`config.mk`:
```
export PLATFORM = sky130hd
export DESIGN_NAME = ftr_flash_timing
export DESIGN_NICKNAME = d
export VERILOG_FILES = /design/src/rtl/ftr_pkg.sv /design/src/rtl/ftr_phase_timer.sv /design/src/rtl/ftr_flash_timing.sv
export SDC_FILE = /design/constraint.sdc
export NUM_CORES = 1
export LEC_CHECK = 0
export BUFFER_PORTS_ARGS = -buffer_cell sky130_fd_sc_hd__buf_2
export CORE_UTILIZATION = 59
export DETAILED_ROUTE_END_ITERATION = 8
export GPL_TIMING_DRIVEN = 0
export PLACE_DENSITY_LB_ADDON = 0.12
export REMOVE_ABC_BUFFERS = 1
export SYNTH_ARGS = -nofsm -noshare
export SYNTH_HDL_FRONTEND = slang
export SYNTH_SLANG_ARGS = --single-unit
```
`constraint.sdc`:
```
create_clock -name core_clk -period 3 [get_ports core_clk]
set_input_delay 0 -clock core_clk [delete_from_list [all_inputs] [get_ports core_clk]]
set_output_delay 0 -clock core_clk [all_outputs]
set_load 0.05 [all_outputs]
```
`src/rtl/ftr_pkg.sv`:
```
// package: register map, reset values and types of the flash timing block
package ftr_pkg;

   // ----------------------------------------
   // register indexes
   // ----------------------------------------
   localparam logic [3:0] IDX_START = 4'h0;
   localparam logic [3:0] IDX_TRAN = 4'h1;
   localparam logic [3:0] IDX_PROG = 4'h2;
   localparam logic [3:0] IDX_PERASE = 4'h3;
   localparam logic [3:0] IDX_MERASE = 4'h4;
   localparam logic [3:0] IDX_END = 4'h5;
   localparam logic [3:0] IDX_MEND = 4'h6;
   localparam logic [3:0] IDX_RCV = 4'h7;
   localparam logic [3:0] IDX_PSR = 4'h8;
   localparam logic [3:0] IDX_FUNC = 4'h9;
   localparam logic [3:0] IDX_PROT = 4'hA;
   localparam logic [3:0] IDX_CODE = 4'hB;
   localparam logic [3:0] IDX_FUNC_MIR = 4'hC;
   localparam logic [3:0] IDX_PROT_MIR = 4'hD;
   localparam logic [3:0] IDX_CODE_MIR = 4'hE;

   // ----------------------------------------
   // reset values
   // ----------------------------------------
   localparam logic [7:0] RST_START = 8'h18;
   localparam logic [7:0] RST_TRAN = 8'h30;
   localparam logic [7:0] RST_PROG = 8'h16;
   localparam logic [7:0] RST_PERASE = 8'h04;
   localparam logic [7:0] RST_MERASE = 8'hEA;
   localparam logic [7:0] RST_END = 8'h18;
   localparam logic [7:0] RST_MEND = 8'h3C;
   localparam logic [7:0] RST_RCV = 8'h04;
   localparam logic [4:0] RST_PSR = 5'h04;

   // ----------------------------------------
   // field positions and scale shifts
   // ----------------------------------------
   localparam int USB_EN_BIT = 0;
   localparam int BOOT_LSB = 0;
   localparam int BOOT_W = 4;
   localparam int CODE_MID_LSB = 11;
   localparam int PSR_W = 5;
   localparam int PROG_SHIFT = 3;
   localparam int ERASE_SHIFT = 12;
   localparam int MEND_SHIFT = 3;
   localparam int TMR_W = 21;

   // ----------------------------------------
   // types
   // ----------------------------------------
   typedef enum logic [1:0] {
      OP_PROGRAM,
      OP_PAGE_ERASE,
      OP_MODULE_ERASE,
      OP_NONE
   } ftr_op_t;

   typedef struct packed {
      logic sel;
      logic wr;
      logic [3:0] addr;
      logic [15:0] wdata;
   } ftr_bus_req_t;

   typedef struct packed {
      logic start_phase;
      logic tran_phase;
      logic prog_pulse;
      logic erase_pulse;
      logic end_phase;
      logic recovery_phase;
   } ftr_phase_t;

endpackage : ftr_pkg

```
`src/rtl/ftr_phase_timer.sv`:
```
// file: down counter timing one sequencer phase in prescaler ticks
`timescale 1ns/1ns
module ftr_phase_timer #(
   parameter int W = 21
) (
   // clock and reset
   input wire logic core_clk,
   input wire logic rst_n,
   // control
   input wire logic load,
   input wire logic [W-1:0] load_val,
   input wire logic tick,
   // status
   output logic done
);

   logic [W-1:0] count_reg;

   // ----------------------------------------
   // count down on each tick
   // ----------------------------------------
   always_ff @(posedge core_clk) begin
      if (!rst_n) begin
         count_reg <= '0;
      end else if (load) begin
         count_reg <= load_val;
      end else if (tick && count_reg != '0) begin
         count_reg <= count_reg - W'(1);
      end
   end

   // ----------------------------------------
   // done: last tick of the phase
   // ----------------------------------------
   always_comb begin
      done = tick && (count_reg == W'(1));
   end

endmodule : ftr_phase_timer

```
`src/rtl/ftr_flash_timing.sv`:
```
// file: flash timing reload registers, auto-read words and operation sequencer
//
// Summary of operation
// start delay lasts start_delay_count plus one prescaler clocks
// transition interval lasts transition_count plus one prescaler clocks
// program pulse lasts eight times program_pulse_count plus one
// page erase pulse lasts 4096 times page_erase_count plus one
// module erase pulse lasts 4096 times module_erase_count plus one
// end delay lasts end_delay_count plus one prescaler clocks
// module erase end delay lasts eight times module_erase_end_count plus one
// recovery delay of recovery_count plus one between flash accesses
// software must not write timing registers while busy
// timing registers take defaults at reset only if flash idle
// function word copy captured at reset, read only
// usb enable bit zero forces transceiver low power
// protection word copy captured at reset, read only
// each auto-read register mirrored at a second address
// code area start loaded at reset, read only
// code start bits 10:0 read zero
// code start bits 14:11 load inverted boot region select
// code start bit 15 reads zero
// prescaler clock is system clock divided by divisor plus one
// software issues no operation while busy; cpu is stalled
// phases run start, transition, pulse, end, recovery with busy set
// writes to auto-read registers and mirrors are ignored
`timescale 1ns/1ns
module ftr_flash_timing (
   // clock and reset
   input wire logic core_clk,
   input wire logic rst_n,
   // cpu register port
   input wire ftr_pkg::ftr_bus_req_t cpu_req,
   output logic [15:0] cpu_rdata,
   // operation request
   input wire logic op_start,
   input wire ftr_pkg::ftr_op_t op_kind,
   output logic cpu_stall,
   // flash array side
   input wire logic array_busy,
   input wire logic [15:0] info_function_word,
   input wire logic [15:0] info_protection_word,
   output ftr_pkg::ftr_phase_t phase,
   output logic flash_busy_flag,
   // system outputs
   output logic usb_xcvr_low_power,
   output logic [15:0] code_area_start_out
);

   typedef enum {
      ST_IDLE,
      ST_START,
      ST_TRAN,
      ST_PULSE,
      ST_END,
      ST_MEND,
      ST_RECOVER
   } ftr_state_t;

   // ----------------------------------------
   // declarations
   // ----------------------------------------
   logic [7:0] start_delay_reload_reg;
   logic [7:0] transition_time_reload_reg;
   logic [7:0] program_pulse_reload_reg;
   logic [7:0] page_erase_pulse_reload_reg;
   logic [7:0] module_erase_pulse_reload_reg;
   logic [7:0] end_delay_reload_reg;
   logic [7:0] module_erase_end_reload_reg;
   logic [7:0] recovery_delay_reload_reg;
   logic [ftr_pkg::PSR_W-1:0] prescaler_divisor_reg;
   logic [15:0] function_word_copy_reg;
   logic [15:0] protection_word_copy_reg;
   logic [15:0] code_area_start_reg;
   logic [ftr_pkg::PSR_W-1:0] presc_cnt_reg;
   logic presc_tick;
   ftr_state_t state_reg;
   ftr_state_t state_next;
   ftr_pkg::ftr_op_t op_reg;
   logic tmr_load;
   logic [ftr_pkg::TMR_W-1:0] tmr_val;
   logic tmr_done;
   logic wr_en;
   logic [15:0] rdata_next;
   logic [15:0] code_start_next;
   logic [ftr_pkg::TMR_W-1:0] start_len;
   logic [ftr_pkg::TMR_W-1:0] tran_len;
   logic [ftr_pkg::TMR_W-1:0] pulse_len;
   logic [ftr_pkg::TMR_W-1:0] end_len;
   logic [ftr_pkg::TMR_W-1:0] mend_len;
   logic [ftr_pkg::TMR_W-1:0] rcv_len;

   assign wr_en = cpu_req.sel && cpu_req.wr;

   // ----------------------------------------
   // timing reload registers
   // ----------------------------------------
   always_ff @(posedge core_clk) begin
      if (!rst_n) begin
         if (!array_busy) begin
            start_delay_reload_reg <= ftr_pkg::RST_START;
            transition_time_reload_reg <= ftr_pkg::RST_TRAN;
            program_pulse_reload_reg <= ftr_pkg::RST_PROG;
            page_erase_pulse_reload_reg <= ftr_pkg::RST_PERASE;
            module_erase_pulse_reload_reg <= ftr_pkg::RST_MERASE;
            end_delay_reload_reg <= ftr_pkg::RST_END;
            module_erase_end_reload_reg <= ftr_pkg::RST_MEND;
            recovery_delay_reload_reg <= ftr_pkg::RST_RCV;
            prescaler_divisor_reg <= ftr_pkg::RST_PSR;
         end
      end else if (wr_en) begin
         case (cpu_req.addr)
            ftr_pkg::IDX_START: start_delay_reload_reg <= cpu_req.wdata[7:0];
            ftr_pkg::IDX_TRAN: transition_time_reload_reg <= cpu_req.wdata[7:0];
            ftr_pkg::IDX_PROG: program_pulse_reload_reg <= cpu_req.wdata[7:0];
            ftr_pkg::IDX_PERASE: page_erase_pulse_reload_reg <= cpu_req.wdata[7:0];
            ftr_pkg::IDX_MERASE: module_erase_pulse_reload_reg <= cpu_req.wdata[7:0];
            ftr_pkg::IDX_END: end_delay_reload_reg <= cpu_req.wdata[7:0];
            ftr_pkg::IDX_MEND: module_erase_end_reload_reg <= cpu_req.wdata[7:0];
            ftr_pkg::IDX_RCV: recovery_delay_reload_reg <= cpu_req.wdata[7:0];
            ftr_pkg::IDX_PSR: prescaler_divisor_reg <= cpu_req.wdata[ftr_pkg::PSR_W-1:0];
            default: begin
            end
         endcase
      end
   end

   // ----------------------------------------
   // auto-read words, loaded during reset
   // ----------------------------------------
   always_comb begin
      code_start_next = 16'h0000;
      code_start_next[ftr_pkg::CODE_MID_LSB +: ftr_pkg::BOOT_W] =
         ~info_protection_word[ftr_pkg::BOOT_LSB +: ftr_pkg::BOOT_W];
   end

   always_ff @(posedge core_clk) begin
      if (!rst_n) begin
         function_word_copy_reg <= info_function_word;
         protection_word_copy_reg <= info_protection_word;
         code_area_start_reg <= code_start_next;
      end
   end

   // ----------------------------------------
   // read mux, registered
   // ----------------------------------------
   always_comb begin
      rdata_next = 16'h0000;
      case (cpu_req.addr)
         ftr_pkg::IDX_START: rdata_next = {8'h00, start_delay_reload_reg};
         ftr_pkg::IDX_TRAN: rdata_next = {8'h00, transition_time_reload_reg};
         ftr_pkg::IDX_PROG: rdata_next = {8'h00, program_pulse_reload_reg};
         ftr_pkg::IDX_PERASE: rdata_next = {8'h00, page_erase_pulse_reload_reg};
         ftr_pkg::IDX_MERASE: rdata_next = {8'h00, module_erase_pulse_reload_reg};
         ftr_pkg::IDX_END: rdata_next = {8'h00, end_delay_reload_reg};
         ftr_pkg::IDX_MEND: rdata_next = {8'h00, module_erase_end_reload_reg};
         ftr_pkg::IDX_RCV: rdata_next = {8'h00, recovery_delay_reload_reg};
         ftr_pkg::IDX_PSR: rdata_next = {11'h000, prescaler_divisor_reg};
         ftr_pkg::IDX_FUNC,
         ftr_pkg::IDX_FUNC_MIR: rdata_next = function_word_copy_reg;
         ftr_pkg::IDX_PROT,
         ftr_pkg::IDX_PROT_MIR: rdata_next = protection_word_copy_reg;
         ftr_pkg::IDX_CODE,
         ftr_pkg::IDX_CODE_MIR: rdata_next = code_area_start_reg;
         default: rdata_next = 16'h0000;
      endcase
   end

   always_ff @(posedge core_clk) begin
      if (!rst_n) begin
         cpu_rdata <= 16'h0000;
      end else if (cpu_req.sel && !cpu_req.wr) begin
         cpu_rdata <= rdata_next;
      end
   end

   // ----------------------------------------
   // prescaler
   // ----------------------------------------
   always_ff @(posedge core_clk) begin
      if (!rst_n) begin
         presc_cnt_reg <= '0;
      end else if (state_reg == ST_IDLE || presc_cnt_reg == prescaler_divisor_reg) begin
         presc_cnt_reg <= '0;
      end else begin
         presc_cnt_reg <= presc_cnt_reg + ftr_pkg::PSR_W'(1);
      end
   end

   assign presc_tick = (state_reg != ST_IDLE) && (presc_cnt_reg == prescaler_divisor_reg);

   // ----------------------------------------
   // phase lengths in prescaler ticks
   // ----------------------------------------
   always_comb begin
      start_len = ftr_pkg::TMR_W'(start_delay_reload_reg) + 21'h000001;
      tran_len = ftr_pkg::TMR_W'(transition_time_reload_reg) + 21'h000001;
      case (op_reg)
         ftr_pkg::OP_PROGRAM: begin
            pulse_len = (ftr_pkg::TMR_W'(program_pulse_reload_reg) + 21'h000001)
               << ftr_pkg::PROG_SHIFT;
         end
         ftr_pkg::OP_PAGE_ERASE: begin
            pulse_len = (ftr_pkg::TMR_W'(page_erase_pulse_reload_reg) + 21'h000001)
               << ftr_pkg::ERASE_SHIFT;
         end
         default: begin
            pulse_len = (ftr_pkg::TMR_W'(module_erase_pulse_reload_reg) + 21'h000001)
               << ftr_pkg::ERASE_SHIFT;
         end
      endcase
      end_len = ftr_pkg::TMR_W'(end_delay_reload_reg) + 21'h000001;
      mend_len = (ftr_pkg::TMR_W'(module_erase_end_reload_reg) + 21'h000001)
         << ftr_pkg::MEND_SHIFT;
      rcv_len = ftr_pkg::TMR_W'(recovery_delay_reload_reg) + 21'h000001;
   end

   // ----------------------------------------
   // phase sequencer
   // ----------------------------------------
   always_comb begin
      state_next = state_reg;
      tmr_load = 1'b0;
      tmr_val = '0;
      case (state_reg)
         ST_IDLE: begin
            if (op_start && op_kind != ftr_pkg::OP_NONE) begin
               state_next = ST_START;
               tmr_load = 1'b1;
               tmr_val = start_len;
            end
         end
         ST_START: begin
            if (tmr_done) begin
               state_next = ST_TRAN;
               tmr_load = 1'b1;
               tmr_val = tran_len;
            end
         end
         ST_TRAN: begin
            if (tmr_done) begin
               state_next = ST_PULSE;
               tmr_load = 1'b1;
               tmr_val = pulse_len;
            end
         end
         ST_PULSE: begin
            if (tmr_done) begin
               tmr_load = 1'b1;
               if (op_reg == ftr_pkg::OP_MODULE_ERASE) begin
                  state_next = ST_MEND;
                  tmr_val = mend_len;
               end else begin
                  state_next = ST_END;
                  tmr_val = end_len;
               end
            end
         end
         ST_END,
         ST_MEND: begin
            if (tmr_done) begin
               state_next = ST_RECOVER;
               tmr_load = 1'b1;
               tmr_val = rcv_len;
            end
         end
         ST_RECOVER: begin
            if (tmr_done) begin
               state_next = ST_IDLE;
            end
         end
         default: state_next = ST_IDLE;
      endcase
   end

   always_ff @(posedge core_clk) begin
      if (!rst_n) begin
         state_reg <= ST_IDLE;
      end else begin
         state_reg <= state_next;
      end
   end

   always_ff @(posedge core_clk) begin
      if (!rst_n) begin
         op_reg <= ftr_pkg::OP_NONE;
      end else if (state_reg == ST_IDLE && op_start) begin
         op_reg <= op_kind;
      end
   end

   ftr_phase_timer #(
      .W(ftr_pkg::TMR_W)
   ) u_timer (
      .core_clk(core_clk),
      .rst_n(rst_n),
      .load(tmr_load),
      .load_val(tmr_val),
      .tick(presc_tick),
      .done(tmr_done)
   );

   // ----------------------------------------
   // registered outputs
   // ----------------------------------------
   always_ff @(posedge core_clk) begin
      if (!rst_n) begin
         flash_busy_flag <= 1'b0;
      end else begin
         flash_busy_flag <= (state_next != ST_IDLE);
      end
   end

   always_ff @(posedge core_clk) begin
      if (!rst_n) begin
         phase <= '0;
      end else begin
         phase.start_phase <= (state_next == ST_START);
         phase.tran_phase <= (state_next == ST_TRAN);
         phase.prog_pulse <= (state_next == ST_PULSE) && (op_reg == ftr_pkg::OP_PROGRAM);
         phase.erase_pulse <= (state_next == ST_PULSE) && (op_reg != ftr_pkg::OP_PROGRAM);
         phase.end_phase <= (state_next == ST_END) || (state_next == ST_MEND);
         phase.recovery_phase <= (state_next == ST_RECOVER);
      end
   end

   always_ff @(posedge core_clk) begin
      if (!rst_n) begin
         cpu_stall <= 1'b0;
      end else begin
         cpu_stall <= (op_start && state_reg != ST_IDLE)
            || (cpu_stall && state_next != ST_IDLE);
      end
   end

   always_ff @(posedge core_clk) begin
      if (!rst_n) begin
         usb_xcvr_low_power <= ~info_function_word[ftr_pkg::USB_EN_BIT];
      end else begin
         usb_xcvr_low_power <= ~function_word_copy_reg[ftr_pkg::USB_EN_BIT];
      end
   end

   always_ff @(posedge core_clk) begin
      if (!rst_n) begin
         code_area_start_out <= code_start_next;
      end else begin
         code_area_start_out <= code_area_start_reg;
      end
   end

   // writes to indexes 9..14 fall to the default branch and are dropped

endmodule : ftr_flash_timing

```
==> metrics.md <==
| Metric | Value |
|---|---|
| Cells after Synth | `889` |
| Dpl ws | `-0.380 ns` |
| Worst r2r src | `prescaler_divisor_reg[4]` |
| Syn Area/Cell | `10.3 um^2` |
| Die width | `127 um` |
| Maximum vdd drop | `0.668 mV` |
| Max FFs per register | `32` |
| Drt total wl | `25000 um` |
| DP Wirelength | `17300 um` |
| Synthesis-to-finish area growth | `18.5%` |
| Final hold violation count | `0` |
| Core Box Area | `0.0151 mm^2` |
| WS Path Type | `reg2reg` |
| R2R cell count | `8` |
| First-pass GRT wire length | `38600 um` |
| Most frequent cells in the layout | `105 x edfxtp_1, 87 x nor2_1, 85 x dfxtp_1, 80 x buf_2, 63 x nand2_1` |
| CTS Buf Count | `17` |
| CP max-delay cell | `a211oi_4` |
| Period Utilization, post-route | `94.2%` |
| Switching Fraction | `27.8%` |
| RSZ-0062 raised after global routing | `false` |
| Startpoint types | `register` |
| Grt met2 use | `51.3%` |
| DR vias/cell | `6.19` |
| Area leader, netlist | `edfxtp_1` |
| RePlAce Congestion | `0.961` |
| Max Cap Viol | `0` |
| Global routing usage on met3 | `5.95%` |
| Critical R2R Capture | `u_timer.count_reg[8]` |
| Remaining DRCs | `0` |
| Ys async rst share | `0%` |
| Grt total ovfl | `0` |
| Hold WC Path Type | `in2reg` |
| Main area contributors after synthesis | `edfxtp_1 34%, dfxtp_1 19%, nor2_1 3.6%, a21oi_1 3.0%, nand2_1 2.6%` |
| P_int | `0.00425 W` |
| Vias | `7606` |
| Post-DRT Antenna Nets | `0` |
| GR Util met1 | `43.1%` |
| Data arrival, critical path | `3.16 ns` |
| H-tree depth | `4` |
| Minimum clock period | `2.83 ns` |
| # nets final | `1099` |
| Flop2flop setup slack | `0.17 ns` |
| Most used flip-flop cell after synthesis | `edfxtp_1` |
| TNS Setup | `0 ns` |
| YS warnings | `0` |
| Total GRT Usage | `32.1%` |
| Crit path capture type | `register` |
| Tightest Pin Transition | `1.42 ns` |
| Final worst clock skew | `0.0123 ns` |
| Post-Syn Area | `0.00916 mm^2` |
| Clock transition at path regs | `0.08 ns` |
| Sequential share of power | `51.7%` |
| # setup viols final | `0` |
| Final worst slack | `0.174 ns` |
| Clk_lat worst skew | `0.45 ns` |
| Worst slew margin | `4.19%` |
| CTS tree | `yes` |
| Unique cell type count in the Yosys netlist | `71` |
| Rows | `45` |
| Number of global-route vias before repair | `7145` |
| Initial Utilization | `60.5%` |
| Max incr delay on CP | `0.55 ns` |
| Worst Hold Depth | `2` |
| Leading cell type in the layout, fill and taps excluded | `edfxtp_1` |
| Post-synthesis sequential area ratio | `53.0%` |
| Clk root buf | `clkbuf_16` |
| Top cell type's share of synthesized area | `34.4%` |
| Combinational share of power | `9.6%` |
| Initial antenna violation count | `0` |
| Final Non-Filler Cells | `1229` |
| Max clock buf depth | `2` |
| Die H | `127 um` |
| Critical Path Fanout Max | `13` |
| Clk network pwr share | `38.8%` |
| Largest net degree at the start of global routing | `47` |
| GR peak layer | `met2` |
| DRT iter0 DRCs | `1173` |
| Router iterations before antenna repair | `9` |
| Power Dens Cells | `542 mW/mm^2` |
| EDFF count, synth | `105` |
| Port buffer count | `80` |
| Max-slew violation count | `0` |
| Die area | `0.0160 mm^2` |
| Req. time, crit path | `3.33 ns` |
| Psw | `0.00164 W` |
| Status | `complete, no violations` |
| CTS sink count | `190` |
| Number of synthesized register bits | `190` |
| Leakage | `4.13 nW` |
| Layout cells sized above 1 | `14.3%` |
| Max frequency | `354 MHz` |
| ANT cells | `0` |
| Crit-path cells | `xor2_1 > nor3_1 > nand2_1 > a211oi_4 > buf_4 > and4_1 > nor4_1 > o21a_1` |
| Io pins | `101` |
| WHS Endpoint | `recovery_delay_reload_reg[0]` |
| WL per Instance | `20.3 um` |
| Worst Hold Launch | `cpu_req[0]` |
| # placed instances | `1149` |
-- cells by family after synthesis --
kind of cell | share of synthesized area, %
xor gates and xnor gates | 4.88
AOI/OAI and AO/OA | 15.1
DFF | 53.0
other | 0.0410
adders and majority gates | 1.50
and+or+nand+nor | 19.1
muxes | 2.81
buffers and inverters | 3.58
-- critical path, delay by kind of cell (launching register included) --
family	cells	cell delay (ns)
flops	1	0.49
simple gates	4	0.98
compound gates	2	0.75
xor+xnor	1	0.18
buf+inv	1	0.30
-- synth_stat cells, types with 12 or more instances --
cell,instances
nand3_1,40
nand2_1,63
nor2_1,87
nand2b_1,18
nor3_1,33
clkbuf_1,32
nor4_1,12
dfxtp_1,85
buf_4,15
and2_1,24
a21oi_1,55
xor2_1,27
nor2b_1,13
edfxtp_1,105
mux2i_1,19
xnor2_1,24
o21ai_0,25
a22oi_1,21
inv_1,19
-- stage by stage --
stage	power (W)	util, %	instance area [um^2]	hold slack, ns
final	0.00589	71.7	10900	0.0269
after global routing	0.00603	71.7	10900	0.0341
after CTS	0.00587	71.5	10800	0.0178
after detailed placement	0.00360	64.3	9740	0.178
after global placement	0.00358	63.9	9690	0.177
after floorplan	0.00337	-	9050	0.0619
-- power groups by stage --
| stage | clock [W] | sequential [W] | combinational [W] |
|---|---|---|---|
| 4_1_cts | 0.00228 | 0.00303 | 0.000551 |
| 5_1_grt | 0.00238 | 0.00305 | 0.000605 |
| 3_3_place_gp | 0 | 0.00309 | 0.000490 |
| 3_5_place_dp | 0 | 0.00309 | 0.000504 |
| 2_1_floorplan | 0 | 0.00308 | 0.000292 |
| 6_report | 0.00228 | 0.00304 | 0.000562 |
-- timing repair --
action / CTS / global route
resized for setup: 2 / 3
setup endpoints to repair: 25 / 13
hold buffers: 44 / 0
buffers inserted: 4 / 0
pin swaps: 1 / 0
endpoints found under the hold margin: 96 / 0
-- metal layers --
| layer | vias up | wire length [um] |
|---|---|---|
| met5 | - | 0 |
| met4 | 0 | 905 |
| met3 | 80 | 2170 |
| met2 | 384 | 11900 |
| met1 | 3607 | 10000 |
| li1 | 3535 | - |
-- worst max-delay path by stage --
stage                            endpoint  slack [ns]  cells after the start                     start
finish               u_timer.count_reg[8]        0.17                      8  prescaler_divisor_reg[4]
detailed placement  u_timer.count_reg[17]       -0.38                      7     u_timer.count_reg[11]
global route         u_timer.count_reg[8]        0.02                      8  prescaler_divisor_reg[4]
global placement     u_timer.count_reg[7]       -1.41                      7  prescaler_divisor_reg[4]
floorplan           u_timer.count_reg[17]       -0.07                      7     u_timer.count_reg[17]
CTS                  u_timer.count_reg[8]        0.10                      8  prescaler_divisor_reg[4]
-- final cells by class --
class / count / area [um^2]
clock buffer: 17 / 425
timing repair buffer: 132 / 913
multi-input combinational: 668 / 4160
fill: 1121 / 4290
sequential: 190 / 4850
tap: 188 / 235
inverter: 19 / 71.3
clock inverter: 15 / 190
(Power assumes the default switching activity.)
